$ cat src/lat_pkg.sv
package lat_pkg;

    // ************************************************************
    // sizes
    // ************************************************************
    localparam int NSIG = 8;
    localparam int BW = 8;
    localparam int PAW = 8;
    localparam int PATW = 3;

    // ************************************************************
    // register byte offsets
    // ************************************************************
    localparam logic [7:0] OFS_CTRL = 8'h00;
    localparam logic [7:0] OFS_STATUS = 8'h04;
    localparam logic [7:0] OFS_PATTERN = 8'h08;
    localparam logic [7:0] OFS_BUSMATCH = 8'h0C;
    localparam logic [7:0] OFS_GROUP = 8'h10;
    localparam logic [7:0] OFS_ADVANCED = 8'h14;
    localparam logic [7:0] OFS_FUNCADDR = 8'h18;
    localparam logic [7:0] OFS_IRQ_STAT = 8'h1C;
    localparam logic [7:0] OFS_IRQ_CLR = 8'h20;
    localparam logic [7:0] OFS_IRQ_EN = 8'h24;

    // ************************************************************
    // field positions
    // ************************************************************
    localparam int CTRL_START = 0;
    localparam int CTRL_BYPASS = 1;
    localparam int CTRL_MODE = 2;
    localparam int CTRL_ABORT = 5;
    localparam int STAT_ARMED = 0;
    localparam int STAT_DONE = 1;
    localparam int BM_CARE = 8;
    localparam int GRP_LEAF1 = 3;
    localparam int GRP_ROOT = 6;
    localparam int ADV_BITOP = 3;
    localparam int ADV_SDIR = 5;
    localparam int ADV_SAMT = 7;
    localparam int ADV_RED = 10;
    localparam int ADV_DPAT = 12;
    localparam int ADV_DSEL = 15;
    localparam int ADV_COMB = 18;
    localparam int ADV_NOT = 20;
    localparam int IRQ_TRIG = 0;
    localparam int IRQ_START = 1;
    localparam int NIRQ = 2;

    // ************************************************************
    // reset values and codes
    // ************************************************************
    localparam logic [2:0] MODE_AND = 3'h0;
    localparam logic [2:0] MODE_OR = 3'h1;
    localparam logic [2:0] MODE_GROUP = 3'h2;
    localparam logic [2:0] MODE_ADV = 3'h3;
    localparam logic [2:0] MODE_ADDR = 3'h4;
    localparam logic [2:0] PAT_DC = 3'h0;
    localparam logic [2:0] PAT_LOW = 3'h1;
    localparam logic [2:0] PAT_HIGH = 3'h2;
    localparam logic [2:0] PAT_FALL = 3'h3;
    localparam logic [2:0] PAT_RISE = 3'h4;
    localparam logic [2:0] PAT_EDGE = 3'h5;
    localparam logic [2:0] GOP_AND = 3'h0;
    localparam logic [2:0] GOP_OR = 3'h1;
    localparam logic [2:0] GOP_NAND = 3'h2;
    localparam logic [2:0] GOP_NOR = 3'h3;
    localparam logic [2:0] GOP_XOR = 3'h4;
    localparam logic [2:0] GOP_XNOR = 3'h5;
    localparam logic [2:0] GOP_TRUE = 3'h6;
    localparam logic [2:0] GOP_FALSE = 3'h7;
    localparam logic [8:0] GROUP_RST = 9'h1FF;

    typedef enum logic [1:0] {ST_IDLE, ST_ARMED, ST_DONE} lat_state_e;

    typedef struct packed {
        logic psel;
        logic penable;
        logic pwrite;
        logic [PAW-1:0] paddr;
        logic [31:0] pwdata;
    } lat_apb_req_s;

    typedef struct packed {
        logic [31:0] prdata;
        logic pready;
        logic pslverr;
    } lat_apb_rsp_s;

    typedef struct packed {
        logic [NSIG-1:0] probe;
        logic [BW-1:0] bus_a;
        logic [BW-1:0] bus_b;
        logic [31:0] iaddr;
        logic iaddr_valid;
        logic qual;
    } lat_tap_s;

endpackage

$ cat src/lat_trigger_eval.sv
// What this block does
// run-time bypass stores every armed sample except the triggering one, whatever the qualifier
// sample while armed, stop on trigger
// per-signal pattern: ignore, low, high, edges
// masked bus bits never affect bus match
// AND mode fires when all patterns hold
// leaf group results feed parent group
// forced true group outputs one
// forced false group outputs zero
// group reduction AND OR NAND NOR XOR XNOR
// plain AND/OR only on leaf groups
// bus compare lt le eq ne gt ge
// logical, reduction, shift, bitwise, detector tree
// fire when instruction address equals function
// evaluate every cycle, independent of qualifier
// restart reinitialises trigger logic
// edges use previous registered sample
// settings held in loadable registers
`timescale 1ns/100ps
`default_nettype none

module lat_trigger_eval import lat_pkg::*; (
    input wire logic clk_sys,
    input wire logic rst,
    input wire lat_apb_req_s apb_req,
    output var lat_apb_rsp_s apb_rsp,
    input wire lat_tap_s tap,
    output logic trig_out,
    output logic store_en,
    output logic armed,
    output logic irq
);

    // ************************************************************
    // state
    // ************************************************************
    typedef struct packed {
        lat_state_e st;
        logic bypass;
        logic [2:0] mode;
        logic [NSIG*PATW-1:0] pat;
        logic [BW-1:0] busv;
        logic [BW-1:0] care;
        logic [8:0] grp;
        logic [20:0] adv;
        logic [31:0] faddr;
        logic [NIRQ-1:0] ien;
        logic [NIRQ-1:0] ist;
        logic [NSIG-1:0] prev;
        logic prev_ok;
        logic trig;
        logic arm;
        logic store;
        logic irq;
        lat_apb_rsp_s rsp;
    } lat_reg_s;

    lat_reg_s s_q;
    lat_reg_s s_d;

    // ************************************************************
    // helpers
    // ************************************************************
    // one signal against one pattern code
    function automatic logic pat_hit(input logic [2:0] p, input logic c,
                                     input logic o, input logic ok);
        logic r;
        r = 1'b0;
        case (p)
            PAT_DC: r = 1'b1;
            PAT_LOW: r = ~c;
            PAT_HIGH: r = c;
            PAT_FALL: r = ok & o & ~c;
            PAT_RISE: r = ok & ~o & c;
            PAT_EDGE: r = ok & (o ^ c);
            default: r = 1'b0;
        endcase
        return r;
    endfunction

    // group reduction over four members, or two for the root
    function automatic logic grp_red(input logic [2:0] op, input logic [3:0] v,
                                     input logic two);
        logic a;
        logic o;
        logic x;
        logic r;
        a = two ? &v[1:0] : &v;
        o = two ? |v[1:0] : |v;
        x = two ? ^v[1:0] : ^v;
        r = 1'b0;
        case (op)
            GOP_AND: r = a & ~two;
            GOP_OR: r = o & ~two;
            GOP_NAND: r = ~a;
            GOP_NOR: r = ~o;
            GOP_XOR: r = x;
            GOP_XNOR: r = ~x;
            GOP_TRUE: r = 1'b1;
            GOP_FALSE: r = 1'b0;
            default: r = 1'b0;
        endcase
        return r;
    endfunction

    // ************************************************************
    // basic patterns
    // ************************************************************
    logic [NSIG-1:0] sig_hit;

    // one matcher per monitored signal
    genvar gi;
    generate
        for (gi = 0; gi < NSIG; gi++) begin : g_sig
            assign sig_hit[gi] = pat_hit(s_q.pat[gi*PATW +: PATW], tap.probe[gi],
                                         s_q.prev[gi], s_q.prev_ok);
        end
    endgenerate

    logic bus_hit;
    logic basic_and;
    logic basic_or;

    // masked bus match joins the basic terms
    assign bus_hit = ~|((tap.bus_a ^ s_q.busv) & s_q.care);
    assign basic_and = (&sig_hit) & bus_hit;
    assign basic_or = (|sig_hit) | (bus_hit & (|s_q.care));

    // ************************************************************
    // nested groups
    // ************************************************************
    logic leaf0;
    logic leaf1;
    logic root;

    // leaves first, then their results into the root
    assign leaf0 = grp_red(s_q.grp[2:0], sig_hit[3:0], 1'b0);
    assign leaf1 = grp_red(s_q.grp[5:3], sig_hit[7:4], 1'b0);
    assign root = grp_red(s_q.grp[8:6], {2'h0, leaf1, leaf0}, 1'b1);

    // ************************************************************
    // advanced expression tree
    // ************************************************************
    logic cmp_r;
    logic [BW-1:0] sh;
    logic [BW-1:0] bw;
    logic red_r;
    logic det_r;
    logic ab;
    logic adv_r;
    logic [2:0] dsel;

    assign dsel = s_q.adv[ADV_DSEL +: 3];

    // comparison, shift, bitwise, reduction and detector nodes
    always_comb begin
        cmp_r = 1'b0;
        case (s_q.adv[2:0])
            3'h0: cmp_r = tap.bus_a < tap.bus_b;
            3'h1: cmp_r = tap.bus_a <= tap.bus_b;
            3'h2: cmp_r = tap.bus_a == tap.bus_b;
            3'h3: cmp_r = tap.bus_a != tap.bus_b;
            3'h4: cmp_r = tap.bus_a > tap.bus_b;
            3'h5: cmp_r = tap.bus_a >= tap.bus_b;
            default: cmp_r = 1'b0;
        endcase
        case (s_q.adv[ADV_SDIR +: 2])
            2'h1: sh = tap.bus_a << s_q.adv[ADV_SAMT +: 3];
            2'h2: sh = tap.bus_a >> s_q.adv[ADV_SAMT +: 3];
            default: sh = tap.bus_a;
        endcase
        case (s_q.adv[ADV_BITOP +: 2])
            2'h0: bw = ~sh;
            2'h1: bw = sh & tap.bus_b;
            2'h2: bw = sh | tap.bus_b;
            default: bw = sh ^ tap.bus_b;
        endcase
        case (s_q.adv[ADV_RED +: 2])
            2'h0: red_r = &bw;
            2'h1: red_r = |bw;
            default: red_r = ^bw;
        endcase
        det_r = pat_hit(s_q.adv[ADV_DPAT +: 3], tap.probe[dsel],
                        s_q.prev[dsel], s_q.prev_ok);
        case (s_q.adv[ADV_COMB +: 2])
            2'h0: ab = cmp_r & red_r;
            2'h1: ab = cmp_r | red_r;
            default: ab = cmp_r ^ red_r;
        endcase
        case (s_q.adv[ADV_COMB +: 2])
            2'h0: adv_r = ab & det_r;
            2'h1: adv_r = ab | det_r;
            default: adv_r = ab ^ det_r;
        endcase
        adv_r = adv_r ^ s_q.adv[ADV_NOT];
    end

    // ************************************************************
    // trigger select
    // ************************************************************
    logic addr_hit;
    logic cond;

    assign addr_hit = tap.iaddr_valid & (tap.iaddr == s_q.faddr);

    // chosen condition, independent of the qualifier input
    always_comb begin
        case (s_q.mode)
            MODE_AND: cond = basic_and;
            MODE_OR: cond = basic_or;
            MODE_GROUP: cond = root;
            MODE_ADV: cond = adv_r;
            MODE_ADDR: cond = addr_hit;
            default: cond = 1'b0;
        endcase
    end

    // ************************************************************
    // next state
    // ************************************************************
    logic wr;
    logic rd;
    logic [31:0] rdat;
    logic err;
    logic [NIRQ-1:0] ev;
    logic [NIRQ-1:0] clr;
    logic [2:0] root_op;

    always_comb begin
        s_d = s_q;
        ev = '0;
        clr = '0;
        rdat = 32'h0;
        err = 1'b0;
        root_op = apb_req.pwdata[GRP_ROOT +: 3];
        wr = apb_req.psel & apb_req.penable & ~s_q.rsp.pready & apb_req.pwrite;
        rd = apb_req.psel & apb_req.penable & ~s_q.rsp.pready & ~apb_req.pwrite;
        // sampling and trigger while armed
        if (s_q.st == ST_ARMED) begin
            s_d.prev = tap.probe;
            s_d.prev_ok = 1'b1;
            if (cond) begin
                s_d.st = ST_DONE;
                ev[IRQ_TRIG] = 1'b1;
            end
        end
        // register writes
        if (wr) begin
            if (apb_req.paddr == OFS_CTRL) begin
                s_d.bypass = apb_req.pwdata[CTRL_BYPASS];
                s_d.mode = apb_req.pwdata[CTRL_MODE +: 3];
                if (apb_req.pwdata[CTRL_ABORT]) begin
                    s_d.st = ST_IDLE;
                end else if (apb_req.pwdata[CTRL_START]) begin
                    s_d.st = ST_ARMED;
                    s_d.prev_ok = 1'b0;
                    ev[IRQ_START] = 1'b1;
                end
            end else if (apb_req.paddr == OFS_PATTERN) begin
                s_d.pat = apb_req.pwdata[NSIG*PATW-1:0];
            end else if (apb_req.paddr == OFS_BUSMATCH) begin
                s_d.busv = apb_req.pwdata[BW-1:0];
                s_d.care = apb_req.pwdata[BM_CARE +: BW];
            end else if (apb_req.paddr == OFS_GROUP) begin
                s_d.grp[5:0] = apb_req.pwdata[5:0];
                // plain AND/OR at the root fall back to false
                s_d.grp[8:6] = (root_op == GOP_AND || root_op == GOP_OR) ?
                               GOP_FALSE : root_op;
            end else if (apb_req.paddr == OFS_ADVANCED) begin
                s_d.adv = apb_req.pwdata[20:0];
            end else if (apb_req.paddr == OFS_FUNCADDR) begin
                s_d.faddr = apb_req.pwdata;
            end else if (apb_req.paddr == OFS_IRQ_CLR) begin
                clr = apb_req.pwdata[NIRQ-1:0];
            end else if (apb_req.paddr == OFS_IRQ_EN) begin
                s_d.ien = apb_req.pwdata[NIRQ-1:0];
            end else if (apb_req.paddr != OFS_STATUS && apb_req.paddr != OFS_IRQ_STAT) begin
                err = 1'b1;
            end
        end
        // register reads
        if (rd) begin
            if (apb_req.paddr == OFS_CTRL) begin
                rdat[CTRL_BYPASS] = s_q.bypass;
                rdat[CTRL_MODE +: 3] = s_q.mode;
            end else if (apb_req.paddr == OFS_STATUS) begin
                rdat[STAT_ARMED] = s_q.st == ST_ARMED;
                rdat[STAT_DONE] = s_q.st == ST_DONE;
            end else if (apb_req.paddr == OFS_PATTERN) begin
                rdat[NSIG*PATW-1:0] = s_q.pat;
            end else if (apb_req.paddr == OFS_BUSMATCH) begin
                rdat[2*BW-1:0] = {s_q.care, s_q.busv};
            end else if (apb_req.paddr == OFS_GROUP) begin
                rdat[8:0] = s_q.grp;
            end else if (apb_req.paddr == OFS_ADVANCED) begin
                rdat[20:0] = s_q.adv;
            end else if (apb_req.paddr == OFS_FUNCADDR) begin
                rdat = s_q.faddr;
            end else if (apb_req.paddr == OFS_IRQ_STAT) begin
                rdat[NIRQ-1:0] = s_q.ist;
            end else if (apb_req.paddr == OFS_IRQ_EN) begin
                rdat[NIRQ-1:0] = s_q.ien;
            end else begin
                err = 1'b1;
            end
        end
        // one wait state, then a single ready cycle
        s_d.rsp.pready = wr | rd;
        if (wr | rd) begin
            s_d.rsp.prdata = rdat;
            s_d.rsp.pslverr = err;
        end
        // sticky events, a new event beats a clear
        s_d.ist = (s_q.ist & ~clr) | ev;
        s_d.irq = |(s_d.ist & s_d.ien);
        // trigger and armed outputs follow the next state; store follows the current state
        s_d.trig = s_d.st == ST_DONE;
        s_d.arm = s_d.st == ST_ARMED; // armed leaves from its own flop
        s_d.store = (s_q.st == ST_ARMED) & ~cond & (s_q.bypass | tap.qual);
    end

    // ************************************************************
    // registers
    // ************************************************************
    always_ff @(posedge clk_sys or posedge rst) begin
        if (rst) begin
            s_q <= '0;
            s_q.grp <= GROUP_RST;
        end else begin
            s_q <= s_d;
        end
    end

    assign apb_rsp = s_q.rsp;
    assign trig_out = s_q.trig;
    assign store_en = s_q.store;
    assign armed = s_q.arm;
    assign irq = s_q.irq;

endmodule

`default_nettype wire

$ cat config.mk
export PLATFORM = sky130hd
export DESIGN_NAME = lat_trigger_eval
export DESIGN_NICKNAME = d
export VERILOG_FILES = /design/src/lat_pkg.sv /design/src/lat_trigger_eval.sv
export SDC_FILE = /design/constraint.sdc
export NUM_CORES = 1
export LEC_CHECK = 0
export ABC_AREA = 1
export BUFFER_PORTS_ARGS = -buffer_cell sky130_fd_sc_hd__buf_2
export CORE_AREA = 4 4 126 152
export CTS_CLUSTER_SIZE = 16
export DETAILED_ROUTE_END_ITERATION = 7
export DIE_AREA = 0 0 130 156
export PLACE_DENSITY_LB_ADDON = 0.08
export SYNTH_ARGS = -nofsm -noshare
export SYNTH_HDL_FRONTEND = slang
export SYNTH_SLANG_ARGS = --single-unit
export TNS_END_PERCENT = 50
$ cat constraint.sdc
create_clock -name clk_sys -period 5.7 [get_ports clk_sys]
set_clock_uncertainty 0.1 [all_clocks]
set_input_delay 0.285 -clock clk_sys [delete_from_list [all_inputs] [get_ports clk_sys]]
set_output_delay 0.285 -clock clk_sys [all_outputs]
set_load 0.02 [all_outputs]
Word-level counts from Yosys, hierarchy flattened
Index checks and enable logic that the tools add are counted.
- bits in registers: 159
- input port bits: 103
- output and inout port bits: 38
- logic and storage cells: 409
- order comparisons: 5
- equal/unequal tests: 100
- shifts and indexed selects: 2
- muxes and demuxes: 118
- bitwise gates (word level): 118
- reduce and logical (&&, ||, !) cells: 46
- operators with widths (kind ; count):
    2-to-1 mux 30 bit ; 9
    2-to-1 mux 21 bit ; 8
    2-to-1 mux 23 bit ; 6
    2-to-1 mux 110 bit ; 1
    2-to-1 mux 104 bit ; 1
    == test 3 bit (second input constant) ; 33
    == test 3 x 2 -> 1 bit (second input constant) ; 28
    2-to-1 mux 80 bit ; 1
    case mux 1 bit (6 select lines) ; 11
    2-to-1 mux 32 bit ; 2
    2-to-1 mux 64 bit ; 1
    AND 1 bit ; 56
    2-to-1 mux 55 bit ; 1
    2-to-1 mux 16 bit ; 3
    2-to-1 mux 24 bit ; 2
    == test 3 x 1 -> 1 bit (second input constant) ; 15
    zero test 3 bit ; 15
    2-to-1 mux 2 bit ; 19
    NOT 1 bit ; 35
    2-to-1 mux 1 bit ; 34
    2-to-1 mux 34 bit ; 1
    == test 32 bit ; 1
    == test 8 x 5 -> 1 bit (second input constant) ; 4
    OR reduction 8 bit ; 4
    56 further kinds ; 98

Longest topological paths before layout
- depth after elaboration: 27
- depth in mapped cells: 40
- gate-level depth less buffers: 39

Worst setup path after synthesis
No wires, ideal clock.
- kind: register -> register
- start point: register s_q[88] (netlist name)
- end point: register s_q, in the netlist trig_out
- setup time: 116 ps
- data arrival time: 4442 ps
- required time: 5484 ps
- setup slack: 1042 ps
- cell stages (with the launch flop): 35
- path buffers: 1
- clock period less this slack: 4658 ps
- cell sequence: dfrtp_1 inv_1 ha_1 inv_1 buf_1 nand4_1 o21ai_1 inv_1 ha_1 o21ai_0 nand2_1 o21ai_1 inv_1 ha_1 xor2_1 inv_1 or2_2 a31oi_1 inv_1 ha_1 nor2_1 nor2_1 nand2_1 ha_1 or2_1 nand3_1 nand2_1 nand3_1 nand2_1 inv_1 nand4_1 nand2_1 nand2_1 nand2_1 nor2_1
- RTL lines (element ; line ; text):
    start: declaration ; lat_trigger_eval.sv:58 ; lat_reg_s s_q;

==> results by group <==
Critical path
  • Worst Path Buf+Inv: 7
  • Crit-path max FO: 8
  • Top cell by count, worst path: nand2_1
  • Kind of end point of the critical path: register
  • Slowest Stage Delay on Critical Path: 0.51 ns
  • CP Data Arrival Time: around 5.5 ns
  • Critical path type: register to register
  • Worst Setup Start Kind: register
  • CP top delay family: simple AND/OR/NAND/NOR gates
  • CP required: 5.91 ns
  • Critical-path top delay cell: o21ai_0

Drt
  • DRT Pass-1 Iters: 6
  • Routed WL: 30300 um
  • Post-DR vias/cell: 5.70
  • WL per Instance: 18.3 um
  • Final antenna-violating net count: 0
  • DRT iter0 DRCs: 817
  • Total number of vias: 9458
  • Drc violations: 0

Yosys
  • Seq cells post-synth: 159
  • Yosys top cell by area: dfrtp_1
  • Synth top area share: 36.8%
  • Synth Net Count: 1473
  • Unique masters post-synth: 54
  • Post-synth top flop: dfrtp_1
  • Cells after Synth: 1322
  • Top-count cell post-synth: nand2_1
  • Synth warn: 0
  • Mean Syn Cell Area: roughly 7.7 um2
  • Area contributors post-synth: dfrtp_1, nand2_1, o21ai_0, inv_1, ha_1
  • Area of the mapped netlist: 10200 um2
  • Async S/R FF share, synth: 100%
  • Post-synth EDFFs: 0
  • Sequential fraction of the synthesis area: 39.1%
  • Post-synth top cells: nand2_1, o21ai_0, inv_1

CTS
  • Worst-path clk slew: 0.07 ns
  • CTS root buf: clkbuf_16
  • CTS tree: yes
  • CTS Buffer Depth: 2
  • Clock sink total: 159
  • Clock latency reported for the late side of the worst-skew pair: 0.42 ns
  • H-Tree Depth: 4
  • Total clock buffers created by CTS: 17

STA
  • Fin. max-slew vios: 0
  • Slew at the pin closest to its max-slew limit: 1.10 ns
  • Setup slack after layout: 0.416 ns
  • Fmax: 189 MHz
  • RSZ-0062 raised after global routing: no
  • Final worst path period need: 5.28 ns
  • Final setup fails: 0
  • Setup_tns: 0 ns
  • WHS: -0.0681 ns
  • Final hold violation count: 39
  • Tcrit/Tclk final: about 90%
  • Slew headroom: 26.4%

Worst hold path
  • Worst min path class: primary input to async pin

Run status
  • Status: finished with violations
  • Failing checks: negative hold slack

Global routing
  • All-Layer GR Usage: 30.3%
  • Initial antenna violation count: 0
  • Pin count of the biggest net entering global routing: 106
  • Number of global-route vias before repair: 9034
  • Total grt overflow: 0
  • First-pass GRT wire length: between 40000 and 50000 um

Die
  • Die Span X: 130 um
  • Num ports: 141
  • Core area: between 15000 and 20000 um2
  • Die area: 20300 um2
  • Core Rows: 53
  • Initial core utilization: 58.3%
  • Die height: 156 um

Finish
  • Fillcell total: 1594
  • Nets: 1577
  • Reg area: 3990 um2
  • Area of the multi-input gates: 5080 um2
  • Non-Filler Instances: 1658
  • Diode count: 0
  • Share of cells above drive strength 1: 17.1%
  • Area grow syn2layout: 12.2%

Pwr
  • Final Power: 2.49 mW
  • VDD IR max: approximately 0.19 mV
  • Power per cell area: approximately 220 nW/um2
  • Static Leakage: about 5.7 nW

Placed design
  • Routability Congestion: 0.938
  • DPL Wire Length: between 20000 and 25000 um
  • Inst Count DP: 1611
  • DP Worst Slack: just over 0.3 ns
  • IO buf count: 140

Run
  • MaxCap Viol Count: 0
-- power breakdown --
group | leakage, nW | internal (mW) | total (mW) | switching [mW]
combinational | 3.30 | 0.0957 | 0.261 | 0.166
clock | 0.259 | 0.577 | 1.07 | 0.491
sequential | 2.09 | 1.14 | 1.16 | 0.0158
total | 5.65 | 1.81 | 2.49 | 0.673
-- final cells by class --
| class | instances | area share (%) |
|---|---|---|
| clock buffers | 19 | 3.87 |
| clock inverters | 12 | 0.874 |
| inverters | 174 | 5.84 |
| multi-input cells | 912 | 44.4 |
| flip-flops and latches | 159 | 34.9 |
| well taps | 220 | 2.40 |
| repair buffers | 161 | 7.69 |
| repair inverters | 1 | 0.0656 |
-- what timing repair did --
item                                    in CTS  in global routing
hold endpoints to repair                     9                  0
buffers inserted                             0                  6
hold buffers                                 9                  0
resized for setup                            0                 11
endpoints found under the setup margin       0                  6
-- worst register-to-register path: cells and delay by family (launching register included) --
kind / cells / cell delay (ns)
AO/OA/AOI/OAI: 3 / 0.77
XOR/XNOR: 1 / 0.13
adder cells (fa/ha/maj): 5 / 1.41
buffers and inverters: 7 / 0.62
flip-flops: 1 / 0.37
AND/OR/NAND/NOR: 15 / 1.77
-- sequential cells by signal, indices dropped and copies added (netlist names) --
name      count
s_q         118
armed         1
trig_out      1
store_en      1
irq           1
apb_rsp      34
dsel          3
-- final timing paths --
kind	start	endpoint	slack, ns	cells past startpoint
worst max register to register	s_q[88]	s_q[158]	0.42	31
max in group asynchronous	rst	s_q[143]	4.29	3
worst max-delay path	s_q[88]	s_q[158]	0.42	31
worst min register to register	apb_rsp[6]	apb_rsp[6]	0.38	2
worst min-delay path	rst	apb_rsp[29]	-0.07	2
min in group clk_sys	apb_req[4]	s_q[155]	0.01	3
-- per-layer routing --
| metal | GRT usage, % | vias to the layer above | wire, um |
|---|---|---|---|
| met4 | 13.1 | 0 | 1410 |
| met5 | 0 | - | 0 |
| met1 | 38.9 | 4456 | 12200 |
| li1 | - | 4540 | - |
| met2 | 49.5 | 373 | 14700 |
| met3 | 6.13 | 89 | 1980 |
-- cells in the final DEF, fill, tap and decap left out, types with 11 or more instances in the layout --
cell type  instances
nand4_1           16
a21oi_1           43
buf_4             11
dfrtp_1          148
buf_2            140
o21ai_0          174
clkbuf_16         17
ha_1              47
o211ai_1          24
o21ai_1           34
inv_1            161
nand2_1          330
nor2_1            62
xnor2_1           26
nand3_1           35
nor3_1            12
-- cell families after synthesis --
logic type	after synthesis	synth area share, %
and+or+nand+nor	486	20.7
AOI/OAI and AO/OA	338	19.2
buffers and inverters	251	11.4
DFF	159	39.1
adders and majority gates	48	5.88
xor gates and xnor gates	35	3.00
muxes	5	0.735
-- metrics by stage --
| step | util (%) | cell area, um2 |
|---|---|---|
| 2_1_floorplan | - | 10200 |
| 3_3_place_gp | 61.3 | 10700 |
| 5_1_grt | 65.4 | 11400 |
| 4_1_cts | 64.9 | 11400 |
| 3_5_place_dp | 61.3 | 10700 |
| 6_report | 65.4 | 11400 |
Note: power is estimated with default switching activity, not from simulation.
